`src/rtl/pbp_pkg.sv`:
```
// package with address map, field layout, reset values and shared types of the buffer port
package pbp_pkg;

  localparam int DATA_W = 16;
  localparam int ADDR_W = 8;
  localparam int EVT_W  = 4;

  // address map of the host port
  localparam logic [ADDR_W-1:0] ADDR_EP_WR    = 8'h00;
  localparam logic [ADDR_W-1:0] ADDR_EP_RD    = 8'h01;
  localparam logic [ADDR_W-1:0] ADDR_CFG      = 8'h10;
  localparam logic [ADDR_W-1:0] ADDR_MASK     = 8'h11;
  localparam logic [ADDR_W-1:0] ADDR_EVT      = 8'h12;
  localparam logic [ADDR_W-1:0] ADDR_READY    = 8'h13;
  localparam logic [ADDR_W-1:0] ADDR_RDY_ADDR = 8'h14;
  localparam logic [ADDR_W-1:0] ADDR_NONE     = 8'hFF;

  // configuration fields
  localparam int CFG_SYNC_BIT = 0;
  localparam int CFG_DMA_BIT  = 1;
  localparam int CFG_W        = 2;
  localparam logic [CFG_W-1:0] CFG_RESET  = 2'h0;
  localparam logic [EVT_W-1:0] MASK_RESET = 4'h0;

  // event bits
  localparam int EVT_RD_READY = 0;
  localparam int EVT_WR_READY = 1;
  localparam int EVT_OVERFLOW = 2;
  localparam int EVT_UNDERRUN = 3;

  // ready register bits
  localparam int RDY_RD_BIT = 0;
  localparam int RDY_WR_BIT = 1;

  localparam logic [DATA_W-1:0] DATA_ZERO = 16'h0000;

  typedef enum logic [1:0] {
    PBP_ACC_IDLE = 2'b01,
    PBP_ACC_HOLD = 2'b10
  } pbp_acc_t;

  // host memory bus control and address
  typedef struct packed {
    logic              ce_n;
    logic              adv_n;
    logic              oe_n;
    logic              we_n;
    logic [ADDR_W-1:0] addr;
  } pbp_bus_t;

  // whole register state of the port outside its two endpoint buffers
  typedef struct packed {
    pbp_acc_t          acc;
    logic [CFG_W-1:0]  cfg;
    logic [EVT_W-1:0]  mask;
    logic [EVT_W-1:0]  evt;
    logic [DATA_W-1:0] rdata;
    logic              drive;
    logic              dreq_n;
    logic              irq_n;
    logic              rd_rdy_prev;
    logic              wr_rdy_prev;
  } pbp_st_t;

endpackage

```
`src/rtl/pbp_fifo.sv`:
```
// parameterised fifo between host port and core side of one endpoint buffer
`timescale 1ns/1ps
`default_nettype none
module pbp_fifo #(
  parameter int WIDTH = 16,
  parameter int DEPTH = 4
) (
  // clock and reset
  input  wire logic             core_clk_in,
  input  wire logic             rst_n_in,
  // fill side
  input  wire logic [WIDTH-1:0] in_data_in,
  input  wire logic             in_valid_in,
  output logic                  in_ready_out,
  // drain side
  output logic      [WIDTH-1:0] out_data_out,
  output logic                  out_valid_out,
  input  wire logic             out_ready_in
);
  localparam int PW = (DEPTH > 1) ? $clog2(DEPTH) : 1;
  localparam int CW = $clog2(DEPTH + 1);
  localparam logic [PW-1:0] PTR_LAST = PW'(DEPTH - 1);
  localparam logic [CW-1:0] CNT_FULL = CW'(DEPTH);

  typedef struct packed {
    logic [DEPTH-1:0][WIDTH-1:0] mem;
    logic [PW-1:0]               wp;
    logic [PW-1:0]               rp;
    logic [CW-1:0]               cnt;
  } pbp_fifo_st_t;

  pbp_fifo_st_t st_q;
  pbp_fifo_st_t st_d;
  logic         push;
  logic         pop;

  assign in_ready_out  = (st_q.cnt != CNT_FULL);
  assign out_valid_out = (st_q.cnt != '0);
  assign out_data_out  = st_q.mem[st_q.rp];

  always_comb begin
    st_d = st_q;
    push = in_valid_in & in_ready_out;
    pop  = out_valid_out & out_ready_in;
    if (push) begin
      st_d.mem[st_q.wp] = in_data_in;
      st_d.wp = (st_q.wp == PTR_LAST) ? '0 : st_q.wp + 1'b1;
    end
    if (pop) begin
      st_d.rp = (st_q.rp == PTR_LAST) ? '0 : st_q.rp + 1'b1;
    end
    if (push && !pop) begin
      st_d.cnt = st_q.cnt + 1'b1;
    end else if (pop && !push) begin
      st_d.cnt = st_q.cnt - 1'b1;
    end
  end

  always_ff @(posedge core_clk_in) begin
    if (!rst_n_in) begin
      st_q <= '0;
    end else begin
      st_q <= st_d;
    end
  end
endmodule
`default_nettype wire

```
`src/rtl/pbp_port.sv`:
```
// processor buffer port: host memory bus slave with endpoint buffers, dma request and interrupt
// Behaviour
// - accept synchronous and asynchronous sram style accesses
// - address selects one of the endpoint buffers
// - dma request or interrupt signalling, host selects
// - dma mode: request asserted while buffer ready
// - interrupt mode: interrupt reports buffer status changes
// - mask register keeps sources off the interrupt
// - status shows conditions and the read buffer address while it holds data
// - registers mapped on same port as data
`timescale 1ns/1ps
`default_nettype none
module pbp_port
  import pbp_pkg::*;
#(
  parameter int FIFO_DEPTH = 4
) (
  // clock and reset
  input  wire logic              core_clk_in,
  input  wire logic              rst_n_in,
  // host memory bus
  input  wire pbp_bus_t          host_bus_in,
  input  wire logic [DATA_W-1:0] dq_in,
  output logic      [DATA_W-1:0] dq_out,
  output logic                   dq_oe_n_out,
  // host signalling
  output logic                   int_n_out,
  output logic                   dma_request_out_n,
  input  wire logic              dma_ack_in_n,
  // core side of the host-to-core buffer
  output logic      [DATA_W-1:0] core_rx_data_out,
  output logic                   core_rx_valid_out,
  input  wire logic              core_rx_ready_in,
  // core side of the core-to-host buffer
  input  wire logic [DATA_W-1:0] core_tx_data_in,
  input  wire logic              core_tx_valid_in,
  output logic                   core_tx_ready_out
);
  // register values while reset is held: both signalling pins inactive
  localparam pbp_st_t ST_RESET = '{
    acc:         PBP_ACC_IDLE,
    cfg:         CFG_RESET,
    mask:        MASK_RESET,
    evt:         '0,
    rdata:       DATA_ZERO,
    drive:       1'b0,
    dreq_n:      1'b1,
    irq_n:       1'b1,
    rd_rdy_prev: 1'b0,
    wr_rdy_prev: 1'b0
  };

  pbp_st_t           st_q;
  pbp_st_t           st_d;
  logic              wr_push;
  logic              wr_ready;
  logic              rd_pop;
  logic              rd_valid;
  logic [DATA_W-1:0] rd_data;
  logic              sel;
  logic              is_wr;
  logic              is_rd;
  logic              take;
  logic              dma_ack;
  logic              tgt_wr_ep;
  logic              tgt_rd_ep;
  logic [EVT_W-1:0]  evt_set;
  logic [EVT_W-1:0]  evt_clr;
  // one decoded hit per mapped address
  logic              hit_ep_wr;
  logic              hit_ep_rd;
  logic              hit_cfg;
  logic              hit_mask;
  logic              hit_evt;
  logic              hit_ready;
  logic              hit_rdy_addr;
  logic [1:0]        ep_ready;

  // host writes land here; the core drains it
  pbp_fifo #(
    .WIDTH (DATA_W),
    .DEPTH (FIFO_DEPTH)
  ) u_wr_buf (
    .core_clk_in   (core_clk_in),
    .rst_n_in      (rst_n_in),
    .in_data_in    (dq_in),
    .in_valid_in   (wr_push),
    .in_ready_out  (wr_ready),
    .out_data_out  (core_rx_data_out),
    .out_valid_out (core_rx_valid_out),
    .out_ready_in  (core_rx_ready_in)
  );

  // the core fills this one; the host reads it
  pbp_fifo #(
    .WIDTH (DATA_W),
    .DEPTH (FIFO_DEPTH)
  ) u_rd_buf (
    .core_clk_in   (core_clk_in),
    .rst_n_in      (rst_n_in),
    .in_data_in    (core_tx_data_in),
    .in_valid_in   (core_tx_valid_in),
    .in_ready_out  (core_tx_ready_out),
    .out_data_out  (rd_data),
    .out_valid_out (rd_valid),
    .out_ready_in  (rd_pop)
  );

  assign dq_out            = st_q.rdata;
  assign dq_oe_n_out       = ~st_q.drive;
  assign int_n_out         = st_q.irq_n;
  assign dma_request_out_n = st_q.dreq_n;

  // address decode, shared by the read and write paths
  assign hit_ep_wr    = (host_bus_in.addr == ADDR_EP_WR);
  assign hit_ep_rd    = (host_bus_in.addr == ADDR_EP_RD);
  assign hit_cfg      = (host_bus_in.addr == ADDR_CFG);
  assign hit_mask     = (host_bus_in.addr == ADDR_MASK);
  assign hit_evt      = (host_bus_in.addr == ADDR_EVT);
  assign hit_ready    = (host_bus_in.addr == ADDR_READY);
  assign hit_rdy_addr = (host_bus_in.addr == ADDR_RDY_ADDR);

  // one ready flag per endpoint buffer, in the layout of the ready register
  assign ep_ready[RDY_RD_BIT] = rd_valid;
  assign ep_ready[RDY_WR_BIT] = wr_ready;

  always_comb begin
    st_d    = st_q;
    sel     = ~host_bus_in.ce_n;
    is_wr   = ~host_bus_in.we_n;
    is_rd   = ~host_bus_in.oe_n & host_bus_in.we_n;
    dma_ack = ~dma_ack_in_n;
    take    = 1'b0;
    evt_set = '0;
    evt_clr = '0;

    // one access per address-valid clock, or one per strobe when asynchronous
    if (st_q.cfg[CFG_SYNC_BIT]) begin
      take     = sel & ~host_bus_in.adv_n & (is_wr | is_rd);
      st_d.acc = PBP_ACC_IDLE;
    end else begin
      case (st_q.acc)
        PBP_ACC_IDLE: begin
          take = sel & (is_wr | is_rd);
          if (take) begin
            st_d.acc = PBP_ACC_HOLD;
          end
        end
        // no new access until the strobe ends
        PBP_ACC_HOLD: begin
          if (!sel || (host_bus_in.we_n && host_bus_in.oe_n)) begin
            st_d.acc = PBP_ACC_IDLE;
          end
        end
        default: begin
          st_d.acc = PBP_ACC_IDLE;
        end
      endcase
    end

    // dma acknowledge steers the access to a buffer whatever the address
    tgt_wr_ep = is_wr & (dma_ack | hit_ep_wr);
    tgt_rd_ep = is_rd & (dma_ack | hit_ep_rd);
    wr_push   = take & tgt_wr_ep;
    rd_pop    = take & tgt_rd_ep;
    evt_set[EVT_OVERFLOW] = wr_push & ~wr_ready;
    evt_set[EVT_UNDERRUN] = rd_pop & ~rd_valid;
    evt_set[EVT_RD_READY] = rd_valid & ~st_q.rd_rdy_prev;
    evt_set[EVT_WR_READY] = wr_ready & ~st_q.wr_rdy_prev;

    // read data is registered and stands until the next read
    st_d.drive = sel & is_rd;
    if (take && is_rd) begin
      st_d.rdata = DATA_ZERO;
      if (tgt_rd_ep) begin
        st_d.rdata = rd_valid ? rd_data : DATA_ZERO;
      end else if (hit_cfg) begin
        st_d.rdata = {{(DATA_W-CFG_W){1'b0}}, st_q.cfg};
      end else if (hit_mask) begin
        st_d.rdata = {{(DATA_W-EVT_W){1'b0}}, st_q.mask};
      end else if (hit_evt) begin
        st_d.rdata = {{(DATA_W-EVT_W){1'b0}}, st_q.evt};
      end else if (hit_ready) begin
        st_d.rdata = {{(DATA_W-2){1'b0}}, ep_ready};
      end else if (hit_rdy_addr) begin
        st_d.rdata = {{(DATA_W-ADDR_W){1'b0}}, (rd_valid ? ADDR_EP_RD : ADDR_NONE)};
      end
    end

    // writes to a buffer never reach a register
    if (take && is_wr && !tgt_wr_ep) begin
      if (hit_cfg) begin
        st_d.cfg = dq_in[CFG_W-1:0];
      end else if (hit_mask) begin
        st_d.mask = dq_in[EVT_W-1:0];
      end else if (hit_evt) begin
        evt_clr = dq_in[EVT_W-1:0];
      end
    end

    // a new event wins over a clear in the same cycle
    st_d.evt         = (st_q.evt & ~evt_clr) | evt_set;
    st_d.rd_rdy_prev = rd_valid;
    st_d.wr_rdy_prev = wr_ready;

    // the unused signalling pin stays inactive
    st_d.dreq_n = ~(st_d.cfg[CFG_DMA_BIT] & |ep_ready);
    st_d.irq_n  = ~(~st_d.cfg[CFG_DMA_BIT] & |(st_d.evt & st_d.mask));
  end

  always_ff @(posedge core_clk_in) begin
    if (!rst_n_in) begin
      st_q <= ST_RESET;
    end else begin
      st_q <= st_d;
    end
  end
endmodule
`default_nettype wire

```
`config.mk`:
```
export PLATFORM = sky130hd
export DESIGN_NAME = pbp_port
export DESIGN_NICKNAME = d
export VERILOG_FILES = /design/src/rtl/pbp_pkg.sv /design/src/rtl/pbp_fifo.sv /design/src/rtl/pbp_port.sv
export SDC_FILE = /design/constraint.sdc
export NUM_CORES = 1
export LEC_CHECK = 0
export BUFFER_PORTS_ARGS = -buffer_cell sky130_fd_sc_hd__buf_4
export CORE_MARGIN = 4
export CORE_UTILIZATION = 35
export CTS_BUF_LIST = sky130_fd_sc_hd__clkbuf_2 sky130_fd_sc_hd__clkbuf_4 sky130_fd_sc_hd__clkbuf_8
export DETAILED_ROUTE_END_ITERATION = 16
export GPL_TIMING_DRIVEN = 0
export PLACE_DENSITY = 0.49
export SLEW_MARGIN = 20
export SYNTH_ARGS = -nofsm -noshare
export SYNTH_HDL_FRONTEND = slang
export SYNTH_SLANG_ARGS = --single-unit
```
`constraint.sdc`:
```
create_clock -name core_clk_in -period 8.4 [get_ports core_clk_in]
set_input_delay 1.68 -clock core_clk_in [delete_from_list [all_inputs] [get_ports core_clk_in]]
set_output_delay 1.68 -clock core_clk_in [all_outputs]
set_load 0.01 [all_outputs]
```
==> results of run 1 <==
-- cell families after synthesis --
family / after synthesis / synth area share
simple gates: 358 / 0.209
compound gates: 185 / 0.169
flops: 175 / 0.433
buf+inv: 97 / 0.0545
mux: 45 / 0.105
fa+ha+maj: 14 / 0.0235
xor+xnor: 6 / 0.00649
-- area by class of cell --
class / count / area, sq um
clock buffer: 20 / 256
fill: 2324 / 13300
timing repair buffer: 82 / 616
multi-input combinational: 608 / 4150
clock inverter: 10 / 115
buffer: 86 / 400
tap: 285 / 357
sequential: 175 / 3500
inverter: 11 / 41.3
-- per-layer routing --
layer / GRT usage / up-vias / part of all wire
met5: 0 / - / 0
met4: 0.0512 / 0 / 0.016
met3: 0.0330 / 26 / 0.038
met2: 0.312 / 150 / 0.48
met1: 0.259 / 3196 / 0.46
li1: - / 3277 / -
-- cell usage after synthesis, types with 4 or more instances --
master,instances
sky130_fd_sc_hd__a21boi_0,132
sky130_fd_sc_hd__a21oi_1,18
sky130_fd_sc_hd__a22oi_1,9
sky130_fd_sc_hd__and2_1,5
sky130_fd_sc_hd__buf_1,8
sky130_fd_sc_hd__buf_2,8
sky130_fd_sc_hd__buf_4,18
sky130_fd_sc_hd__clkbuf_1,52
sky130_fd_sc_hd__dfxtp_1,175
sky130_fd_sc_hd__ha_1,12
sky130_fd_sc_hd__inv_1,10
sky130_fd_sc_hd__mux2i_1,13
sky130_fd_sc_hd__mux4_2,32
sky130_fd_sc_hd__nand2_1,150
sky130_fd_sc_hd__nand3_1,134
sky130_fd_sc_hd__nor2_1,13
sky130_fd_sc_hd__nor2b_1,29
sky130_fd_sc_hd__nor3_1,5
sky130_fd_sc_hd__nor3b_1,5
sky130_fd_sc_hd__o21ai_0,9
sky130_fd_sc_hd__or3_1,4
-- stage by stage --
stage	utilization	cell area, sq um	cells	worst slack [ps]	power, uW
final	0.416	9440	1277	3760	1860
after CTS	0.416	9440	1277	3630	1890
after global placement	0.399	9070	1247	3560	1310
after global routing	0.416	9440	1277	3500	1960
after detailed placement	0.399	9070	1247	3520	1300
after floorplan	-	8100	880	4190	1160
-- tightest hold or removal path, cell delays in order (launching register included) --
cell	delay, ps
sky130_fd_sc_hd__dfxtp_1	320
sky130_fd_sc_hd__nand2_1	50
sky130_fd_sc_hd__a21boi_0	60
-- power by group through the flow --
stage	logic, uW	clock network [uW]	registers (uW)
floorplan	241	0	916
global placement	381	0	924
detailed placement	381	0	924
CTS	383	601	905
global route	416	634	911
finish	376	582	904
-- final timing paths --
| kind | start | end | cells after the start |
|---|---|---|---|
| worst max-delay path | u_wr_buf.st_q[3] | core_rx_data_out[14] | 4 |
| worst min-delay path | u_wr_buf.st_q[61] | u_wr_buf.st_q[61] | 2 |
| worst max register to register | st_q[29] | u_wr_buf.st_q[2] | 10 |
| worst min register to register | u_wr_buf.st_q[61] | u_wr_buf.st_q[61] | 2 |
-- state kept, by name, summed over array words and instances, names as in the netlist --
| signal | count |
|---|---|
| st_q | 15 |
| u_wr_buf.st_q | 71 |
| dq_out | 16 |
| int_n_out | 1 |
| u_rd_buf.st_q | 71 |
| dma_request_out_n | 1 |
==> results, run 1 <==
- The final critical-path share of the clock period is 0.552.
- The post-route antenna net violation count is 0.
- The register area share after synthesis is 0.433.
- The design internal power is 1290 uW.
- The root buffer cell chosen for the clock tree is sky130_fd_sc_hd__clkbuf_8.
- The leading register cell type out of synthesis is sky130_fd_sc_hd__dfxtp_1.
- The pin slew with the least headroom to its limit is 999 ps.
- The critical path arrival is 2960 ps.
- The cell with the biggest individual delay on the critical path is sky130_fd_sc_hd__clkbuf_1.
- For this configuration, the core starts out at a cell density of 0.357.
- The critical path contains buffers and inverters numbering 3 combined.
- The number of nets in the layout is 1044.
- The number of enable-type register cells in the synthesized netlist is 0.
- The cell count after synthesis is 880.
- Setup violations remaining at the end of the flow were counted as 0.
- Dividing the detail-routed via count by the number of cells gives 5.21.
- In the layout the commonest cells are sky130_fd_sc_hd__dfxtp_1, sky130_fd_sc_hd__nand2_1, sky130_fd_sc_hd__nand3_1.
- The critical path start-end classification is reg -> out.
- The count of buffers from port buffering is 82.
- STA classifies the critical path startpoint as a flip-flop.
- The routed design could run at a clock period as short as 4640 ps.
- The share of total power dissipated in combinational logic is 0.202.
- The routed layout has 6649 vias.
- The clock tree from TritonCTS is built.
- The top cell type's share of synthesized area is 0.433.
- The number of nets handed over by synthesis was 943.
- The H-tree level count is 4.
- The synthesized netlist contains 47 unique library cells.
- The share of total power dissipated in the clock network is 0.312.
- The share of total power consumed by net switching is 0.305.
- The share of layout cells above drive strength 1 is 0.177.
- The cell area after technology mapping is 0.00810 sq mm.
- The switching power of the nets is 569 uW.
- The highest fanout seen on the critical path is 10.
- The repair_antennas step left the layout with diodes totalling 0.
- In this run the worst hold path is classified as reg -> reg.
- Setup repair after global routing left no endpoint under its margin.
- The count of final hold-check violations came to 0.
- The number of DRC violations after detailed routing is 0.
- Entering global routing, the biggest net connects 17 pins.
- The number of slew-limit violations in the final report is 0.
- On the final layout, the worst hold slack is 466 ps.
- The floorplan step defined a die boundary enclosing 0.0256 sq mm.
- Based on the critical path, the design can be clocked at up to 216 MHz.
- The number of top-level pins is 86.
- Summed over all nets, the half-perimeter wirelength after detailed placement is 17.1 mm.
- The first global-routing pass estimated 38.4 mm of wire.
- Setup total negative slack on the finished layout was measured at 0 ps.
- In this design, the largest share of critical-path delay is due to buffers and inverters.
- The max capacitance violation total is 0.
- The core region is 0.0227 sq mm.
- After clock tree synthesis, the clock-pin slew on the worst setup and hold paths is 80 ps.
- The relative max-transition margin is 0.333.
- The number of clock buffers added by TritonCTS is 17.
- After synthesis the netlist holds a flip-flop and latch count of 175.
- The share of flip-flops with an asynchronous set or reset after synthesis is 0.
- By area the synthesized netlist is led by sky130_fd_sc_hd__dfxtp_1, sky130_fd_sc_hd__a21boi_0, sky130_fd_sc_hd__mux4_2.
- Global routing finished with a remaining overflow of 0.
- The total power density per cell area is 197 mW/mm^2.
- The die is 160 microns tall.
- The worst endpoint required time is 6720 ps.
- At the later pin of the worst-skew pair, clock insertion delay measures 450 ps.
- For the final database, setup skew stands at 17.4 ps.
- The worst setup path is captured at a primary output.
- The count of cells resized by post-cts repair is 0.
- The standard-cell row count is 55.
- The final wirelength is 24.6 mm.
- Walking the worst path, the cells encountered are clkbuf_1 -> clkbuf_1 -> mux4_2 -> buf_4.
- Dividing the detail-routed wire length by the instance count gives 19.3 microns.
- The number of antenna violations at the first check in global routing came to 0.
- The cell that appears most often on the critical path is sky130_fd_sc_hd__clkbuf_1.
- The final weighted congestion in routability-driven placement is 0.784.
- The post-CTS setup-driven buffer insertion count is 0.
- IR analysis of the VDD net gives a maximum drop of 85.9 uV.
- The number of violations reported at the end of detailed-routing iteration 0 is 403.
- The post-synthesis area per instance is 9.20 sq um.
- The highest cell delay on the worst timing path is 760 ps.
- The hold buffer count at cts is 0.
- The Yosys step of the flow raised 0 warnings.
- In this run the static leakage power is 0.00325 uW.
- The overall routing resource usage is 0.190.
- The share of total power dissipated in sequential elements is 0.486.
- The cell accounting for the most synthesized area is sky130_fd_sc_hd__dfxtp_1.
- The total clock sinks is 175.
- The deepest clock path buffer count is 2.
- The via count of the first global-routing pass came to 6602.
- The number of iterations in the first detailed-routing pass is 7.
- The flow ran to the end, and the final reports show no timing, DRC or antenna violations.
- The most frequent standard cell in the layout excluding fill and tap cells is sky130_fd_sc_hd__dfxtp_1.
- The overall die width is 160 microns.
- In this run the register-to-register setup slack is 5060 ps.
- The area growth from synthesis to layout is 16.6%.
(Power assumes the default switching activity.)
==> run 2, diff against run 1 <==
ABC_AREA = 1   (was not set)
clock period = 4.9 ns   (was 8.4 ns; I/O delays follow)
==> run 2 against run 1 <==
  * First-iteration DRC count increased by 30%
  * Setup slack got worse by 2100 ps
  * Non-clock buffer count increased by 9
  * Sequential share of layout area increased by 0.18 points
  * Sequential power increased by 70%
  * Final cell count increased by 19%
  * Register-to-register slack got worse by 2700 ps
  * Critical endpoint is now core_rx_data_out[1]
==> results, run 2 <==
- The run finished with clean final reports.
- The number of slew-limit violations in the final report came to 0 (unchanged).
- The reg-to-reg setup timing slack came to 2330 ps (-2730 ps).
- The count of buffers from port buffering is 85 (+3.7%).
- The via count of the first global-routing pass came to 7369 (+12%).
- The number of top-level pins came to 86 (unchanged).
- The overall die width came to 159 microns (-0.48%).
- The post-synthesis sequential element count came to 175 (unchanged).
- The timing-limited maximum frequency is 304 MHz.
- The worst hold path begins at u_rd_buf.st_q[12].
- The count of cells resized by post-cts repair is 0 (unchanged).
- The power after layout was 3400 uW (+83%).
- The post-route antenna net violation count is 0 (unchanged).
- The cell with the biggest individual delay on the critical path is sky130_fd_sc_hd__clkbuf_1.
- The adder-cell area share of the yosys netlist came to 0.0237 (+0.000238).
- The vias per cell is 5.20 (-0.12%).
- The final setup violation count was 0 (unchanged).
- The share of layout cells above drive strength 1 was 0.143 (-0.0343).
- The critical path arrival is 2300 ps (-660 ps).
- The initial standard-cell utilization of the core is 0.355 (-0.00143).
- The basic-gate share of the synthesized area counting and, or, nand and nor cells is 0.231 (+0.0215).
- The max capacitance violation total is 0 (unchanged).
- Compared with the post-synthesis result, the final layout area differs by 17.2%.
- The average wire per cell in the routed design is 17.7 microns (-8.2%).
- After synthesis, the cell types taking the most area are sky130_fd_sc_hd__dfxtp_1, sky130_fd_sc_hd__a21oi_1, sky130_fd_sc_hd__nand2_1.
- The overall routing resource usage was 0.207 (+0.0172).
- The hold buffer count at cts is 0 (unchanged).
- By instance count, the cell type seen most on the critical path is sky130_fd_sc_hd__clkbuf_1.
- The highest cell delay on the worst timing path is 560 ps (-200 ps).
- The total leakage power is 0.00355 uW (+9.5%).
- By area, the combinational part of the netlist is dominated by simple AND/OR/NAND/NOR gates.
- The fill cell instance count of the final layout is 2440 (+5.0%).
- Setup repair after global routing left no endpoint under its margin.
- The number of DRC violations after detailed routing is 0 (unchanged).
- The cell count after synthesis came to 1113 (+26%).
- The detailed-route via count is 7879 (+18%).
- The standard-cell row count is 55 (unchanged).
- The post-CTS setup-driven buffer insertion count was 0 (unchanged).
- The critical path launch point type is a flip-flop.
- The clock latency reported for the late side of the worst-skew pair is 470 ps (+20 ps).
- The half-perimeter wire length of the detailed placement result is 19.2 mm (+12%).
- The die outline height is 159 microns (-0.48%).
- The post-synthesis area per instance is 7.20 sq um (-22%).
- The multi-input combinational cell area is 0.00374 sq mm (-9.9%).
- The highest fanout seen on the critical path is 10 (unchanged).
- The top cell type's share of synthesized area is 0.437 (+0.00439).
- The count of cells along the worst hold path came to 2 (unchanged).
- The clock transition at the registers of the reported paths is 110 ps (+30 ps).
- The number of iterations in the first detailed-routing pass is 5 (-2).
- The global-route wire length before repair is 41.9 mm (+9.0%).
- The share of the synthesized netlist area taken by xor and xnor gates is 0 (-0.00649).
- The total core area came to 0.0226 sq mm (-0.61%).
- Among all flip-flop cells after synthesis, the most frequent one is sky130_fd_sc_hd__dfxtp_1.
- The H-tree level count is 4 (unchanged).
- By count the netlist is led by sky130_fd_sc_hd__nand2_1, sky130_fd_sc_hd__dfxtp_1, sky130_fd_sc_hd__a21oi_1.
- The final wirelength is 26.8 mm (+8.9%).
- The number of buffers added by the clock tree synthesis step was 17 (unchanged).
- The remaining global-route overflow was 0 (unchanged).
- The pin slew with the least headroom to its limit is 727 ps (-272 ps).
- The maximum vdd ir drop is 150 uV (+74%).
- The share of synthesized area spent on multiplexers was 0 (-0.105).
- The final hold slack is 458 ps (-8.08 ps).
- The clock period could shrink to 3280 ps.
- The worst clock skew was 24.7 ps (+7.33 ps).
- The number of diodes came to 0 (unchanged).
- The tightest min-delay check is of the reg -> reg type.
- The total clock sinks is 175 (unchanged).
- The final design utilization is 0.416 (+0.000484).
- The worst setup path is of the reg -> out kind.
- The clock tree from TritonCTS is built.
- The deepest clock path buffer count is 2 (unchanged).
- The register area share after synthesis is 0.437 (+0.00439).
- The total number of yosys warnings is 0 (unchanged).
- The top cell types in the final layout, fill and taps aside, are sky130_fd_sc_hd__nand2_1, sky130_fd_sc_hd__dfxtp_1, sky130_fd_sc_hd__a21oi_1.
- In the post-synthesis netlist, the cell with the most instances is sky130_fd_sc_hd__nand2_1.
- The synthesized netlist net count was 1176 (+25%).
- The end of the worst hold path is u_rd_buf.st_q[12].
- The worst endpoint required time came to 3920 ps (-2800 ps).
- The number of nets in the layout came to 1280 (+23%).
- The maximum number of pins on one net before global-route repair is 17 (unchanged).
- The number of enable-type register cells in the synthesized netlist is 0 (unchanged).
- The share of flip-flops with an asynchronous set or reset after synthesis came to 0 (unchanged).
- The setup TNS is 0 ps (unchanged).
- The final weighted congestion in routability-driven placement is 0.844 (+7.7%).
- The area used by sequential logic in the layout was 0.00350 sq mm (unchanged).
- The relative max-transition margin was 0.516 (+0.183).
- The share of the synthesized area in compound gates (AO/OA/AOI/OAI) is 0.212 (+0.0439).
- The worst register-to-register path begins at u_rd_buf.st_q[0].
- The depth of the worst register-to-register path is 14 (+4).
- The library cell used most frequently in the layout, excluding fill and tap cells, is sky130_fd_sc_hd__nand2_1.
- The die outline area is 0.0254 sq mm (-0.95%).
- The cell area after technology mapping is 0.00802 sq mm (-1.0%).
- Dividing the final minimum period by the clock period gives 0.670.
- The number of violations reported at the end of detailed-routing iteration 0 is 524 (+30%).
- The number of antenna violations at the first check in global routing is 0 (unchanged).
- The post-synthesis cell type count is 33 (-30%).
- The root buffer cell is sky130_fd_sc_hd__clkbuf_8.
- In this run the critical register-to-register path is captured at u_rd_buf.st_q[2].
- The count of final hold-check violations came to 0 (unchanged).
- The kind of end point of the critical path is a primary output.
- The cell accounting for the most synthesized area is sky130_fd_sc_hd__dfxtp_1.
- Walking the worst path, the cells encountered are clkbuf_1 -> inv_1 -> clkbuf_1 -> o21ai_0 -> o22ai_1 -> buf_4.
- The total power density per cell area was 362 mW/mm^2 (+83%).
-- run 2: cell types whose count changed after synthesis, moves of 7 or more --
| cell | before | now |
|---|---|---|
| sky130_fd_sc_hd__a21oi_1 | 18 | 174 |
| sky130_fd_sc_hd__a21boi_0 | 132 | 0 |
| sky130_fd_sc_hd__o21ai_0 | 9 | 114 |
| sky130_fd_sc_hd__inv_1 | 10 | 72 |
| sky130_fd_sc_hd__nor2_1 | 13 | 74 |
| sky130_fd_sc_hd__nand2_1 | 150 | 197 |
| sky130_fd_sc_hd__mux4_2 | 32 | 0 |
| sky130_fd_sc_hd__nor2b_1 | 29 | 0 |
| sky130_fd_sc_hd__o22ai_1 | 3 | 23 |
| sky130_fd_sc_hd__mux2i_1 | 13 | 0 |
| sky130_fd_sc_hd__a22oi_1 | 9 | 0 |
| sky130_fd_sc_hd__buf_1 | 8 | 1 |
| sky130_fd_sc_hd__buf_2 | 8 | 15 |
-- run 2: cells by family after synthesis --
| kind of cell | after synthesis |
|---|---|
| compound gates | 329 |
| fa+ha+maj | 14 |
| buf+inv | 169 |
| flops | 175 |
| simple gates | 426 |
-- run 2: worst max-delay path: cells and delay by family (launching register included) --
family / cells / cell delay [ps]
DFF: 1 / 330
buffers and inverters: 4 / 1120
AOI/OAI and AO/OA: 2 / 400
-- run 2: where the power goes --
group	internal, uW	switching, uW	total (uW)
logic	300	556	856
clock network	432	577	1010
registers	1490	43.2	1540
total	2220	1180	3400
-- run 2: layout make-up --
cell class	instances	area share
Multi-Input combinational cell	769	0.398
Inverter	77	0.0312
Sequential cell	175	0.373
Timing Repair Buffer	85	0.0679
Clock buffer	19	0.0272
Buffer	92	0.0509
Clock inverter	13	0.0137
Tap cell	285	0.0380
-- run 2: routing by layer --
metal,track usage,up-vias,part of all wire
met5,0,-,0
met4,0.0371,0,0.0076
met3,0.0383,19,0.056
met2,0.315,216,0.44
met1,0.309,3724,0.49
li1,-,3920,-
-- run 2: worst max-delay path by stage --
| stage | depth (start not counted) | slack [ps] | to | startpoint |
|---|---|---|---|---|
| floorplan | 16 | 2060 | u_wr_buf.st_q[2] | host_bus_in[4] |
| global placement | 17 | 1590 | u_wr_buf.st_q[2] | host_bus_in[8] |
| detailed placement | 17 | 1570 | u_wr_buf.st_q[2] | host_bus_in[8] |
| CTS | 6 | 1640 | core_rx_data_out[14] | u_wr_buf.st_q[3] |
| global route | 5 | 1450 | core_rx_data_out[9] | u_wr_buf.st_q[4] |
| finish | 6 | 1620 | core_rx_data_out[1] | u_wr_buf.st_q[3] |
-- run 2: through the flow --
step	setup slack [ps]	std cells	instance area, sq um
CTS	1640	1515	9400
floorplan	2060	1113	8020
finish	1620	1515	9400
global placement	1590	1483	9010
detailed placement	1570	1483	9010
global route	1450	1515	9400
==> run 3, diff against run 2 <==
PLACE_DENSITY = 0.51   (was 0.49)
clock period = 2.9 ns   (was 4.9 ns; I/O delays follow)
==> run 3 against run 2 <==
  * Critical path depth fell by 1
  * Clock skew fell by 3.2 ps
  * Non-clock buffer count did not move
  * Combinational power rose by 68%
  * Largest cell class unchanged
==> results, run 3 (synthesized netlist as in run 2, its figures left out) <==
- The run finished with clean final reports.
- The number of violations reported at the end of detailed-routing iteration 0 is 558 (+6.5%).
- The deepest clock path buffer count is 2 (unchanged).
- The post-route antenna net violation count was 0 (unchanged).
- The clock latency reported for the late side of the worst-skew pair is 460 ps (about the same).
- For hold timing, the worst endpoint is st_q[4].
- The maximum vdd ir drop is 373 uV (+150%).
- The vias per cell was 5.17 (-0.57%).
- The remaining global-route overflow was 0 (unchanged).
- The worst endpoint required time was 2320 ps (-1600 ps).
- The final wirelength is 26.2 mm (-2.3%).
- The global-route wire length before repair came to 41.2 mm (-1.7%).
- The die outline area is 0.0254 sq mm (unchanged).
- The share of layout cells above drive strength 1 is 0.146 (+0.00325).
- The clock tree from TritonCTS is built.
- The worst clock skew is 21.5 ps (-3.21 ps).
- In the layout the commonest cells are sky130_fd_sc_hd__nand2_1, sky130_fd_sc_hd__dfxtp_1, sky130_fd_sc_hd__a21oi_1.
- The depth of the worst register-to-register path is 14 (unchanged).
- The total clock sinks was 175 (unchanged).
- The final design utilization is 0.419 (+0.00261).
- The number of antenna violations at the first check in global routing is 0 (unchanged).
- The count of buffers from port buffering was 85 (unchanged).
- The power after layout is 5920 uW (+74%).
- The min-delay analysis places its worst path in the category in -> reg.
- Derived from the worst setup path, the maximum achievable clock frequency is 366 MHz.
- The most frequent standard cell in the layout excluding fill and tap cells is sky130_fd_sc_hd__nand2_1.
- The hold buffer count at cts was 0 (unchanged).
- The standard-cell row count is 55 (unchanged).
- The half-perimeter wire length of the detailed placement result is 19.1 mm (-0.78%).
- The worst hold path begins at host_bus_in[11].
- The highest fanout seen on the critical path is 10 (unchanged).
- The initial standard-cell utilization of the core is 0.355 (unchanged).
- The average wire per cell in the routed design is 17.3 microns (-2.3%).
- The number of diodes is 0 (unchanged).
- The total leakage power is 0.00360 uW (+1.4%).
- The final weighted congestion in routability-driven placement is 0.844 (about the same).
- The maximum number of pins on one net before global-route repair is 17 (unchanged).
- The endpoint identified for the worst register-to-register timing path is u_rd_buf.st_q[2].
- The kind of end point of the critical path is a primary output.
- The post-CTS setup-driven buffer insertion count is 0 (unchanged).
- Of the available clock period, the critical path in the final layout requires 0.942.
- The clock transition at the registers of the reported paths is 90 ps (-20 ps).
- Setup repair after global routing left no endpoint under its margin.
- The fill cell instance count of the final layout is 2457 (+0.70%).
- The max capacitance violation total is 0 (unchanged).
- The setup TNS is 0 ps (unchanged).
- The overall routing resource usage is 0.203 (-0.00434).
- Compared with the post-synthesis result, the final layout area differs by 17.9%.
- The final setup violation count came to 0 (unchanged).
- The pin slew with the least headroom to its limit is 694 ps (-32.8 ps).
- The die outline height is 159 microns (unchanged).
- The relative max-transition margin is 0.537 (+0.0218).
- The post-route minimum period is 2730 ps.
- The number of slew-limit violations in the final report is 0 (unchanged).
- The reg-to-reg setup timing slack is 350 ps (-1980 ps).
- The critical path arrival came to 2150 ps (-150 ps).
- The area used by sequential logic in the layout is 0.00350 sq mm (unchanged).
- In this run the critical register-to-register path is launched from u_rd_buf.st_q[0].
- The critical path start-end classification is reg -> out.
- The count of cells along the worst hold path came to 2 (unchanged).
- The number of top-level pins is 86 (unchanged).
- The detailed-route via count came to 7834 (-0.57%).
- The total core area came to 0.0226 sq mm (unchanged).
- The number of buffers added by the clock tree synthesis step is 17 (unchanged).
- The number of DRC violations after detailed routing came to 0 (unchanged).
- The critical path launch point type is a flip-flop.
- The number of iterations in the first detailed-routing pass is 5 (unchanged).
- The H-tree level count is 4 (unchanged).
- The count of cells resized by post-cts repair is 0 (unchanged).
- The count of final hold-check violations came to 0 (unchanged).
- The placed cell count came to 1483 (unchanged).
- The number of nets in the layout is 1280 (unchanged).
- The via count of the first global-routing pass is 7400 (+0.42%).
- The total power density per cell area is 626 mW/mm^2 (+73%).
- The final cell count without fillers is 1515 (unchanged).
- The overall die width came to 159 microns (unchanged).
- The root buffer cell is sky130_fd_sc_hd__clkbuf_8.
- The multi-input combinational cell area is 0.00374 sq mm (unchanged).
==> run 3: stage by stage <==
stage | hold slack [ps] | area, sq um | setup WS, ps
finish | 304 | 9450 | 167
global route | 295 | 9450 | 20.9
CTS | 282 | 9450 | 60.4
detailed placement | 446 | 9010 | 21.1
global placement | 440 | 9010 | 29.7
floorplan | 424 | 8020 | 459
==> run 3: area by class of cell <==
cell class / instances / area share
Timing Repair Buffer: 85 / 0.0675
Clock inverter: 13 / 0.0187
Sequential cell: 175 / 0.371
Multi-Input combinational cell: 769 / 0.396
Clock buffer: 19 / 0.0277
Inverter: 77 / 0.0310
Tap cell: 285 / 0.0377
Buffer: 92 / 0.0511
==> run 3: per-layer routing <==
metal | wire [microns] | vias up | track usage
met3 | 1140 | 17 | 0.0321
met5 | 0 | - | 0
met2 | 11800 | 176 | 0.320
met1 | 13000 | 3710 | 0.295
met4 | 225 | 0 | 0.0394
li1 | - | 3931 | -
==> run 3: power by group <==
| part | switching [uW] | leakage (uW) | total (uW) | internal [uW] |
|---|---|---|---|---|
| Sequential | 72.1 | 0.00142 | 2590 | 2520 |
| Clock | 967 | 0.000224 | 1890 | 921 |
| Combinational | 925 | 0.00196 | 1440 | 511 |
| Total | 1960 | 0.00360 | 5920 | 3950 |
==> run 3: worst max-delay path by stage <==
| stage | startpoint | to | slack (ps) | cells after the start |
|---|---|---|---|---|
| detailed placement | host_bus_in[8] | u_wr_buf.st_q[2] | 20 | 17 |
| CTS | u_wr_buf.st_q[4] | core_rx_data_out[14] | 60 | 5 |
| floorplan | host_bus_in[4] | u_wr_buf.st_q[2] | 460 | 16 |
| global placement | host_bus_in[8] | u_wr_buf.st_q[2] | 30 | 17 |
| global route | u_wr_buf.st_q[3] | core_rx_data_out[14] | 20 | 5 |
| finish | u_wr_buf.st_q[3] | core_rx_data_out[12] | 170 | 5 |
==> run 3: worst max-delay path, stage by stage, from the launching register on <==
cell,delay [ps]
sky130_fd_sc_hd__dfxtp_1,340
sky130_fd_sc_hd__clkbuf_1,250
sky130_fd_sc_hd__clkbuf_1,490
sky130_fd_sc_hd__o21ai_0,240
sky130_fd_sc_hd__o22ai_1,240
sky130_fd_sc_hd__buf_4,160
